File: src/shared/atl_pkg.sv
package atl_pkg;

    // ****************************************
    // clocking and phase tick
    // ****************************************
    localparam int CLK_PERIOD_NS = 10;
    localparam int PA_PERIOD_NS  = 100;
    localparam int PA_DIV_W      = 16;
    // phase tick divide count derived from the two periods
    localparam logic [PA_DIV_W-1:0] PA_DIV_RST =
        PA_DIV_W'(PA_PERIOD_NS / CLK_PERIOD_NS);

    // ****************************************
    // register map (byte addresses)
    // ****************************************
    localparam int ADDR_W = 4;
    localparam int DATA_W = 32;
    localparam logic [ADDR_W-1:0] OFS_CTRL   = 4'h0;
    localparam logic [ADDR_W-1:0] OFS_PERIOD = 4'h4;
    localparam logic [ADDR_W-1:0] OFS_STATUS = 4'h8;
    localparam logic [ADDR_W-1:0] OFS_COUNT  = 4'hc;

    // ctrl fields
    localparam int CTRL_SYNC_BIT = 0;
    localparam int CTRL_GATE_BIT = 1;
    localparam logic [1:0] CTRL_RST = 2'h0;

    // status fields
    localparam int STAT_STAGE1_BIT = 0;
    localparam int STAT_HELD_BIT   = 1;
    localparam int STAT_RAMP_BIT   = 2;
    localparam int STAT_BLOCK_BIT  = 3;

    // accepted trigger counter
    localparam int CNT_W = 16;

endpackage

File: src/hw/atl_tick_div.sv
`timescale 1ns/1ps

// ****************************************
// phase accumulator tick divider
// ****************************************
module atl_tick_div
    import atl_pkg::*;
#(
    parameter int W = PA_DIV_W
) (
    input  wire logic         clk,
    input  wire logic         rst,
    input  wire logic [W-1:0] period,
    output logic              tick
);

    logic [W-1:0] cnt_ff;
    logic [W-1:0] nxt_cnt;
    wire          at_zero;
    wire  [W-1:0] reload;

    // a period of zero behaves as one, so the tick never stops
    assign reload  = (period == '0) ? '0 : period - W'(1);
    assign at_zero = (cnt_ff == '0);
    assign nxt_cnt = at_zero ? reload : cnt_ff - W'(1);
    assign tick    = at_zero;

    // down counter, restarts from period minus one on each tick
    always_ff @(posedge clk) begin
        if (rst) begin
            cnt_ff <= '0;
        end else begin
            cnt_ff <= nxt_cnt;
        end
    end

endmodule

File: src/hw/atl_trigger_latch.sv
// The placing of the registers and the Avalon-MM slave port were left to the implementer.
`timescale 1ns/1ps

// Behaviour
// - either trigger input rising gives one event
// - held pulse lasts exactly one tick interval
// - ramp output is held pulse or end flag
// - stage one captures only while block_n high
// - next tick copies stage one into stage two
// - set stage two forces stage one clear
// - following tick drops pulse, releases clear
// - stage one fall fires, gated by allow/gate
// - gated one-shot pulses divider clear low
// - undriven restart input reads as low
module atl_trigger_latch
    import atl_pkg::*;
(
    input  wire logic              clk,
    input  wire logic              rst,
    // avalon-mm slave
    input  wire logic [ADDR_W-1:0] avs_address,
    input  wire logic              avs_read,
    input  wire logic              avs_write,
    input  wire logic [DATA_W-1:0] avs_writedata,
    output logic      [DATA_W-1:0] avs_readdata,
    output logic                   avs_waitrequest,
    // trigger inputs
    input  wire logic              selected_trigger_source,
    input  wire logic              restart_hold,
    input  wire logic              restart_hold_driven,
    input  wire logic              trigger_block_n,
    input  wire logic              end_of_waveform,
    // outputs toward sequencer and synthesizer
    output logic                   pa_tick,
    output logic                   held_trigger,
    output logic                   ramp_to_start,
    output logic                   divider_clear_n
);

    // ****************************************
    // helpers
    // ****************************************
    function automatic logic atl_rise(input logic cur,
                                      input logic prev);
        atl_rise = cur & ~prev;
    endfunction

    // ****************************************
    // declarations
    // ****************************************
    logic [1:0]          ctrl_ff;
    logic [PA_DIV_W-1:0] period_ff;
    logic [CNT_W-1:0]    count_ff;
    logic                src_prev_ff;
    logic                rh_prev_ff;
    logic                stage1_ff;
    logic                stage2_ff;
    logic                s1_prev_ff;
    logic                clear_n_ff;
    logic                ack_ff;
    logic [DATA_W-1:0]   rdata_ff;

    logic                nxt_stage1;
    logic                nxt_stage2;
    logic                nxt_clear_n;
    logic [DATA_W-1:0]   nxt_rdata;

    wire                 synth_sync_allow;
    wire                 divider_gate_ctrl;
    wire                 rh_level;
    wire                 src_rise;
    wire                 rh_rise;
    wire                 trig_evt;
    wire                 stage1_eff;
    wire                 stage1_fall;
    wire                 div_fire;
    wire                 bus_req;
    wire                 bus_take;
    wire                 wr_take;
    wire                 sel_ctrl;
    wire                 sel_period;
    wire                 sel_status;
    wire                 sel_count;
    wire [DATA_W-1:0]    status_word;

    assign synth_sync_allow  = ctrl_ff[CTRL_SYNC_BIT];
    assign divider_gate_ctrl = ctrl_ff[CTRL_GATE_BIT];

    // ****************************************
    // phase accumulator tick
    // ****************************************
    atl_tick_div #(
        .W      (PA_DIV_W)
    ) u_tick (
        .clk    (clk),
        .rst    (rst),
        .period (period_ff),
        .tick   (pa_tick)
    );

    // ****************************************
    // trigger combine
    // ****************************************
    // undriven pin sense forces the restart level low
    assign rh_level = restart_hold & restart_hold_driven;
    assign src_rise = atl_rise(selected_trigger_source, src_prev_ff);
    assign rh_rise  = atl_rise(rh_level, rh_prev_ff);
    assign trig_evt = src_rise | rh_rise;

    // input history for edge detection
    always_ff @(posedge clk) begin
        if (rst) begin
            src_prev_ff <= 1'b0;
            rh_prev_ff  <= 1'b0;
        end else begin
            src_prev_ff <= selected_trigger_source;
            rh_prev_ff  <= rh_level;
        end
    end

    // ****************************************
    // two-stage trigger latch
    // ****************************************
    // stage two masks stage one at once, as the direct clear did
    assign stage1_eff = stage1_ff & ~stage2_ff;

    // stage one: clear dominates, inhibit leaves it unchanged
    always_comb begin
        nxt_stage1 = stage1_ff;
        if (stage2_ff) begin
            nxt_stage1 = 1'b0;
        end else if (trig_evt && trigger_block_n) begin
            nxt_stage1 = 1'b1;
        end
    end

    // stage two moves only on the phase tick
    assign nxt_stage2 = pa_tick ? stage1_eff : stage2_ff;

    always_ff @(posedge clk) begin
        if (rst) begin
            stage1_ff <= 1'b0;
            stage2_ff <= 1'b0;
        end else begin
            stage1_ff <= nxt_stage1;
            stage2_ff <= nxt_stage2;
        end
    end

    // held pulse spans one tick interval
    assign held_trigger  = stage2_ff;
    // combinational so the end flag reaches the sequencer at once
    assign ramp_to_start = stage2_ff | end_of_waveform;

    // ****************************************
    // divider clear one-shot
    // ****************************************
    assign stage1_fall = s1_prev_ff & ~stage1_eff;
    assign div_fire    = stage1_fall & synth_sync_allow
                         & divider_gate_ctrl;
    assign nxt_clear_n = ~div_fire;

    // one clock low pulse, registered for a clean edge
    always_ff @(posedge clk) begin
        if (rst) begin
            s1_prev_ff <= 1'b0;
            clear_n_ff <= 1'b1;
        end else begin
            s1_prev_ff <= stage1_eff;
            clear_n_ff <= nxt_clear_n;
        end
    end
    assign divider_clear_n = clear_n_ff;

    // accepted trigger tally, wraps silently
    always_ff @(posedge clk) begin
        if (rst) begin
            count_ff <= '0;
        end else if (pa_tick && stage1_eff) begin
            count_ff <= count_ff + CNT_W'(1);
        end
    end

    // ****************************************
    // avalon-mm slave
    // ****************************************
    // one wait state: first cycle registers read data
    assign bus_req    = avs_read | avs_write;
    assign bus_take   = bus_req & ack_ff;
    assign wr_take    = bus_take & avs_write;
    assign avs_waitrequest = bus_req & ~ack_ff;

    assign sel_ctrl   = (avs_address == OFS_CTRL);
    assign sel_period = (avs_address == OFS_PERIOD);
    assign sel_status = (avs_address == OFS_STATUS);
    assign sel_count  = (avs_address == OFS_COUNT);

    assign status_word = DATA_W'({trigger_block_n, ramp_to_start,
                                  stage2_ff, stage1_eff});

    // unmapped offsets read as zero
    always_comb begin
        nxt_rdata = '0;
        if (sel_ctrl) begin
            nxt_rdata = DATA_W'(ctrl_ff);
        end else if (sel_period) begin
            nxt_rdata = DATA_W'(period_ff);
        end else if (sel_status) begin
            nxt_rdata = status_word;
        end else if (sel_count) begin
            nxt_rdata = DATA_W'(count_ff);
        end
    end

    // handshake and read capture
    always_ff @(posedge clk) begin
        if (rst) begin
            ack_ff   <= 1'b0;
            rdata_ff <= '0;
        end else begin
            ack_ff   <= bus_req & ~ack_ff;
            rdata_ff <= nxt_rdata;
        end
    end
    assign avs_readdata = rdata_ff;

    // controller settings; writes to unmapped offsets dropped
    always_ff @(posedge clk) begin
        if (rst) begin
            ctrl_ff   <= CTRL_RST;
            period_ff <= PA_DIV_RST;
        end else if (wr_take && sel_ctrl) begin
            ctrl_ff   <= avs_writedata[CTRL_GATE_BIT:CTRL_SYNC_BIT];
        end else if (wr_take && sel_period) begin
            period_ff <= avs_writedata[PA_DIV_W-1:0];
        end
    end
endmodule

File: config.mk
export PLATFORM = sky130hd
export DESIGN_NAME = atl_trigger_latch
export DESIGN_NICKNAME = d
export VERILOG_FILES = /design/src/shared/atl_pkg.sv /design/src/hw/atl_tick_div.sv /design/src/hw/atl_trigger_latch.sv
export SDC_FILE = /design/constraint.sdc
export NUM_CORES = 1
export LEC_CHECK = 0
export ABC_AREA = 1
export BUFFER_PORTS_ARGS = -buffer_cell sky130_fd_sc_hd__buf_2
export CORE_ASPECT_RATIO = 0.75
export CORE_MARGIN = 8
export CORE_UTILIZATION = 59
export CTS_BUF_LIST = sky130_fd_sc_hd__clkbuf_16
export DETAILED_ROUTE_END_ITERATION = 16
export PLACE_DENSITY = 0.85
export SLEW_MARGIN = 20
export SYNTH_ARGS = -nofsm -noshare
export SYNTH_HDL_FRONTEND = slang
export SYNTH_SLANG_ARGS = --single-unit
File: constraint.sdc
create_clock -name clk -period 4.2 [get_ports clk]
set_input_delay 0.21 -clock clk [delete_from_list [all_inputs] [get_ports clk]]
set_output_delay 0.21 -clock clk [all_outputs]
set_load 0.01 [all_outputs]
==> results of run 1 <==
[power by group]
| part | total (mW) | internal [mW] | leakage [nW] | switching, mW |
|---|---|---|---|---|
| logic | 1.03 | 0.337 | 1.29 | 0.693 |
| registers | 0.850 | 0.774 | 0.592 | 0.0756 |
| clock network | 0.865 | 0.574 | 0.161 | 0.290 |
[registers in the layout, summed over array words and instances, names as in the netlist]
name,count
stage1_ff,1
s1_prev_ff,1
ack_ff,1
rh_prev_ff,1
avs_readdata,16
u_tick.cnt_ff,16
count_ff,16
src_prev_ff,1
divider_clear_n,1
held_trigger,1
ctrl_ff,2
period_ff,16
[final cells by class]
type / count / area, um^2
clock inverter: 6 / 108
timing repair buffer: 49 / 245
tap: 84 / 105
clock buffer: 9 / 225
multi-input combinational: 441 / 2140
sequential: 73 / 1460
fill: 601 / 2150
inverter: 68 / 260
[synth_stat cells, drive strengths merged]
master  count  area share (%)
a21oi      62             8.1
nand3b      2            0.37
xor2       13             2.8
inv        67             6.2
o22ai       5            0.78
nor3        5            0.90
clkbuf      8            0.75
buf        24             4.7
and2        2            0.31
dfxtp      73              36
nand2     153              15
ha          3            0.93
clkinv      1            0.22
o21a        1            0.19
xnor2       2            0.44
nand3      50             6.5
nand4      11             1.7
nor2       87              10
a31oi       1            0.16
o21ai      28             3.5
conb        1           0.093
[how the worst min path moves through the flow]
stage / startpoint / to / slack [ns] / depth (start not counted)
finish: selected_trigger_source / src_prev_ff / 0.10 / 3
global route: avs_writedata[3] / period_ff[3] / 0.12 / 3
CTS: selected_trigger_source / src_prev_ff / 0.10 / 3
detailed placement: s1_prev_ff / divider_clear_n / 0.40 / 1
global placement: s1_prev_ff / divider_clear_n / 0.38 / 1
floorplan: selected_trigger_source / src_prev_ff / 0.33 / 2
[critical path: cells and delay by family]
kind,cells,cell delay (ns)
buffers and inverters,1,0.22
AOI/OAI and AO/OA,2,0.49
and+or+nand+nor,2,1.21
[cell families after synthesis]
logic type                 share of synthesized area [%]
and+or+nand+nor                                     34.9
DFF                                                 36.3
AOI/OAI and AO/OA                                   12.7
buffers and inverters                               11.9
adders and majority gates                          0.932
xor gates and xnor gates                            3.26
other                                             0.0931
[routing by layer]
metal	wire length (um)	up-vias	share of wire, %
met5	0	-	0
met4	108	0	1.0
met3	859	13	8.3
met2	4550	156	44
met1	4860	1750	47
li1	-	1983	-
[metrics by stage]
step                      setup WS [ns]  hold slack [ns]
after floorplan                    2.69            0.335
after CTS                          2.28            0.100
after global routing               2.05            0.117
after detailed placement           1.95            0.396
after global placement             2.10            0.380
final                              2.25            0.104
==> flow_metrics.py, run 1 <==
metrics = {
    "global_routing": {
        "grt_pass1_wl_mm": 17.5,
        "antenna_found_initial": 0,
        "grt_util_met2_pct": 34.7,
        "use_met3_pct": 6.91,
        "grt_busiest_layer": "met2",
        "track_usage_pct": 21.7,
        "grt_max_degree": 38,
        "grt_pass1_vias": 3686,
        "globalRoute.totalOverflow": 0,
        "grt_use_met1_pct": 27.9,
    },
    "detailed_routing": {
        "routedWlPerCell_um": 14.2,
        "ant_nets": 0,
        "via_count": 3902,
        "dr.pass1.iters": 6,
        "drt_iter0_markers": 273,
        "route.detailed.drc": 0,
        "vias_per_cell": 5.35,
        "wl_mm": 10.4,
    },
    "finish": {
        "fin_cells": 730,
        "utilization_pct": 67.9,
        "most-common-layout-cells": "nand2_1, nor2_1, dfxtp_1",
        "drive_gt1_share_pct": 14.9,
        "fin_area_um2": 4550,
        "nets": 690,
        "syn2layout_area_growth_pct": 13.0,
        "num_antenna_cells": 0,
        "final_common_cell": "nand2_1",
    },
    "pwr": {
        "irDropWorstVdd_mv": 0.321,
        "total_power_mw": 2.74,
        "p_per_area_nw_per_um2": 603,
        "leakagePower_nw": 2.05,
    },
    "timing": {
        "fmax_ghz": 0.512,
        "min_period_over_period_pct": 46.5,
        "rsz0062_at_grt": "false",
        "finalClockSkew_ns": 0.00679,
        "hold_viol_final": 0,
        "slew_viol_final": 0,
        "setup_tns_ns": 0,
        "worst_pin_slew_ns": 0.935,
        "period_needed_ns": 1.95,
        "maxSlewHeadroom_pct": 37.4,
        "finalSetupViolCount": 0,
    },
    "floorplan": {
        "rows": 26,
        "fp.dieH_um": 87.5,
        "initial_utilization_pct": 60.1,
        "coreArea_um2": 6700,
        "die_w_um": 111,
        "die_area_um2": 9750,
        "pin_count": 82,
    },
    "yosys": {
        "ys_types": 32,
        "ys_ff_latch": 73,
        "ys_seq_area_share_pct": 36.3,
        "ys_warn_count": 0,
        "syn_area_per_cell_um2": 6.72,
        "synthCells": 599,
        "syn_area_um2": 4030,
    },
    "critical_path": {
        "rrSetupSlack_ns": 2.42,
        "worstRegToRegCells": 7,
        "slowest_stage": "nand2_1",
        "end_kind": "register",
        "r2r-end": "u_tick.cnt_ff[3]",
        "critPathRequiredTime_ns": 4.38,
        "slowest_delay_ns": 0.63,
        "crit_type": "input pin to register",
        "startpoint_type": "input pin",
        "cp_data_arrival_time_ns": 2.14,
        "cp-endpoint": "period_ff[7]",
        "cp_max_fo": 29,
        "r2r_start": "period_ff[0]",
        "path_cells": "buf_2 -> nor3_4 -> nand2_1 -> o21ai_0 -> a21oi_1",
        "startpoint": "avs_address[3]",
    },
    "clock_network": {
        "clock_path_buffers": 2,
        "cts_num_sinks": 73,
        "postCtsSetupBuffers": 0,
        "numCtsBuffers": 9,
        "hold_buffers": 0,
        "h-tree-depth": 3,
        "clk_pin_slew_ns": 0.06,
        "clk_latency_ns": 0.33,
        "cts_resized": 0,
        "cts_root_buf": "clkbuf_16",
        "cts_tree": "built",
    },
    "placement": {
        "placed_cell_area_um2": 4220,
        "dp.cells": 715,
        "place_congestion": 0.972,
        "numPortBuffers": 49,
        "dpl.hpwl_mm": 7.79,
    },
    "outcome": {
        "status": "finished, final reports clean",
    },
    "flow_run": {
        "cap_violations": 0,
    },
    "worst_hold_path": {
        "hp-class": "input pin to register",
    },
}
Note: power is estimated with default switching activity, not from simulation.
==> run 2, diff against run 1 <==
--- a/config.mk
+++ b/config.mk
@@ -5,14 +5,14 @@
 export SDC_FILE = /design/constraint.sdc
 export NUM_CORES = 1
 export LEC_CHECK = 0
-export ABC_AREA = 1
+export ABC_AREA = 0
 export BUFFER_PORTS_ARGS = -buffer_cell sky130_fd_sc_hd__buf_2
 export CORE_ASPECT_RATIO = 0.75
 export CORE_MARGIN = 8
-export CORE_UTILIZATION = 59
+export CORE_UTILIZATION = 49
 export CTS_BUF_LIST = sky130_fd_sc_hd__clkbuf_16
 export DETAILED_ROUTE_END_ITERATION = 16
-export PLACE_DENSITY = 0.85
+export PLACE_DENSITY = 0.76
 export SLEW_MARGIN = 20
 export SYNTH_ARGS = -nofsm -noshare
 export SYNTH_HDL_FRONTEND = slang
==> constraint.sdc (replaced) <==
create_clock -name clk -period 1.7 [get_ports clk]
set_input_delay 0.085 -clock clk [delete_from_list [all_inputs] [get_ports clk]]
set_output_delay 0.085 -clock clk [all_outputs]
set_load 0.01 [all_outputs]
==> run 2 against run 1 <==
  * The flow now finishes with violations (hold timing, setup timing)
  * Synthesized area is 11% lower
  * Sequential share of layout area fell by 3.4 points
  * Combinational power is 110% higher
  * Cell count is 10% lower
  * Synthesized cell count fell by 30%
  * Sequential cell count did not move
  * Register-to-register slack worse by 2.6 ns
  * First-iteration DRC count grew 5.5%
  * Sequential power increased by 130%
  * Die area grew 5.8%
  * Critical path type is now register to output pin
  * Largest cell class unchanged
==> flow_metrics.py, run 2 <==
metrics = {
    "yosys": {
        "netlist_top_cells_area": "dfxtp_1, nand2_1, a21oi_1",
        "synth.mux.area_fraction_pct": 2.45,
        "netlist_top_cells_count": "dfxtp_1, nand2_1, nor2_1",
        "synth_top_area_cell": "dfxtp_1",
        "synthCells": 422,
        "synth_top_family_by_area": "simple AND/OR/NAND/NOR gates",
        "syn_area_um2": 3570,
        "synthAdderAreaFrac_pct": 1.05,
        "ys_seq_area_share_pct": 40.9,
        "syn_area_per_cell_um2": 8.47,
        "synth-compound-area-share_pct": 12.0,
        "ys_types": 59,
        "synthSimpleGateAreaFrac_pct": 29.6,
        "synth_xor_area_share_pct": 7.11,
        "ys.flop_type": "dfxtp_1",
        "synth_most_common_cell": "dfxtp_1",
        "ys_warn_count": 0,
        "synth-edff-count": 0,
        "synthDominantCellAreaShare_pct": 40.9,
        "ys_ff_latch": 73,
        "synthArstFlopShare_pct": 0,
    },
    "outcome": {
        "violations": "hold timing, setup timing",
        "status": "finished, violations left",
    },
    "clock_network": {
        "clk_pin_slew_ns": 0.06,
        "clock_path_buffers": 2,
        "cts_num_sinks": 73,
        "cts_tree": "built",
        "h-tree-depth": 3,
        "numCtsBuffers": 9,
        "cts_root_buf": "clkbuf_16",
        "clk_latency_ns": 0.34,
    },
    "floorplan": {
        "initial_utilization_pct": 49.7,
        "die_w_um": 115,
        "rows": 27,
        "fp.dieH_um": 90.0,
        "pin_count": 82,
        "coreArea_um2": 7200,
        "die_area_um2": 10300,
    },
    "timing": {
        "slew_viol_final": 0,
        "fmax_ghz": 0.517,
        "finalSetupViolCount": 33,
        "min_period_over_period_pct": 114,
        "setup_ws_ns": -0.234,
        "whs_ns": -0.00110,
        "rsz0062_at_grt": "true",
        "hold_viol_final": 1,
        "setup_tns_ns": -3.87,
        "period_needed_ns": 1.93,
        "finalClockSkew_ns": 0.00632,
    },
    "detailed_routing": {
        "route.detailed.drc": 0,
        "drt_iter0_markers": 288,
        "ant_nets": 0,
        "dr.pass1.iters": 6,
        "routedWlPerCell_um": 17.1,
        "vias_per_cell": 5.51,
        "via_count": 3609,
        "wl_mm": 11.2,
    },
    "finish": {
        "num_antenna_cells": 0,
        "most-common-layout-cells": "buf_4, dfxtp_1, nand2_1",
        "syn2layout_area_growth_pct": 42.7,
        "drive_gt1_share_pct": 36.8,
        "final_common_cell": "buf_4",
        "fin_cells": 655,
        "nets": 597,
    },
    "pwr": {
        "p_comb_share_pct": 34.1,
        "sw_frac_of_total_pct": 30.3,
        "p_per_area_nw_per_um2": 1220,
        "total_power_mw": 6.24,
        "intPower_mw": 4.35,
        "seq_power_share_pct": 31.7,
        "leakagePower_nw": 2.06,
        "clkPwrFrac_pct": 34.2,
        "irDropWorstVdd_mv": 0.677,
        "netSwitchingPower_mw": 1.89,
    },
    "critical_path": {
        "crit_type": "register to output pin",
        "startpoint_type": "register",
        "r2r_start": "u_tick.cnt_ff[0]",
        "cp_data_arrival_time_ns": 1.85,
        "startpoint": "u_tick.cnt_ff[0]",
        "critPathRequiredTime_ns": 1.62,
        "end_kind": "output pin",
        "cp_max_fo": 4,
    },
    "global_routing": {
        "track_usage_pct": 20.8,
        "grt_pass1_vias": 3511,
        "grt_max_degree": 24,
        "antenna_found_initial": 0,
        "globalRoute.totalOverflow": 0,
        "grt_pass1_wl_mm": 17.3,
    },
    "worst_hold_path": {
        "hp-class": "input pin to register",
        "worstHoldStart": "avs_writedata[5]",
    },
    "placement": {
        "dpl.hpwl_mm": 7.36,
        "dp.cells": 621,
        "numPortBuffers": 49,
        "pre_cts_slack_ns": -0.231,
        "place_congestion": 0.855,
    },
    "flow_run": {
        "cap_violations": 0,
    },
}
-- run 2: cell types whose count changed after synthesis, moves of 15 or more --
cell     before  now
nand2_1     143   53
o21ai_0      28    5
nor2_1       78   40
a21oi_1      58   39
nand3_1      48   24
xnor2_1       2   17
inv_1        62    7
-- run 2: power groups by stage --
| stage | logic (mW) | registers [mW] | clock network, mW |
|---|---|---|---|
| after floorplan | 1.06 | 2.02 | 0 |
| final | 2.13 | 1.98 | 2.13 |
| after CTS | 1.85 | 1.98 | 2.14 |
| after global routing | 2.29 | 1.99 | 2.22 |
| after global placement | 1.67 | 2.00 | 0 |
| after detailed placement | 1.72 | 2.01 | 0 |
-- run 2: cell type report --
type                            instances  area, um^2
Clock buffer                            9         225
Clock inverter                          7         110
Fill cell                             541        2090
Inverter                                8        32.5
Multi-Input combinational cell        319        2170
Sequential cell                        73        1470
Tap cell                              101         126
Timing Repair Buffer                  138         970
-- run 2: final timing paths --
path | end | slack (ns) | depth (start not counted)
max | pa_tick | -0.23 | 8
min | period_ff[5] | -0.001 | 3
max reg2reg | count_ff[7] | -0.21 | 7
min reg2reg | divider_clear_n | 0.43 | 1
-- run 2: metal layers --
layer | GRT usage [%] | wire, um
met4 | 5.19 | 126
met5 | 0 | 0
met1 | 26.5 | 4680
met2 | 33.0 | 5380
met3 | 6.95 | 990
-- run 2: cell families (layout without fill, tap and decap cells) --
logic type | count (synthesis) | in the layout
AND/OR/NAND/NOR | 194 | 194
buffers and inverters | 45 | 162
multiplexers | 6 | 6
flip-flops | 73 | 73
other | 1 | 16
AO/OA/AOI/OAI | 71 | 71
XOR/XNOR | 29 | 29
adder cells (fa/ha/maj) | 3 | 3
-- run 2: critical path: stages, from the launching register on --
cell	delay [ns]
dfxtp_2	0.33
inv_2	0.07
ha_4	0.12
nor3b_4	0.19
and4b_2	0.32
buf_4	0.13
nand2_2	0.10
inv_4	0.12
buf_2	0.13
-- run 2: repair_timing --
item,4_1_cts,5_1_grt
endpoints found under the hold margin,9,0
resized for setup,5,44
setup buffers,4,5
hold buffers,9,0
endpoints found under the setup margin,31,32
gates cloned,0,0
pin swaps,6,24
-- run 2: per-stage QoR --
stage,instance area (um^2),utilization [%]
5_1_grt,5100,70.9
3_3_place_gp,4400,61.1
2_1_floorplan,3710,-
4_1_cts,4870,67.7
6_report,5100,70.9
3_5_place_dp,4400,61.1
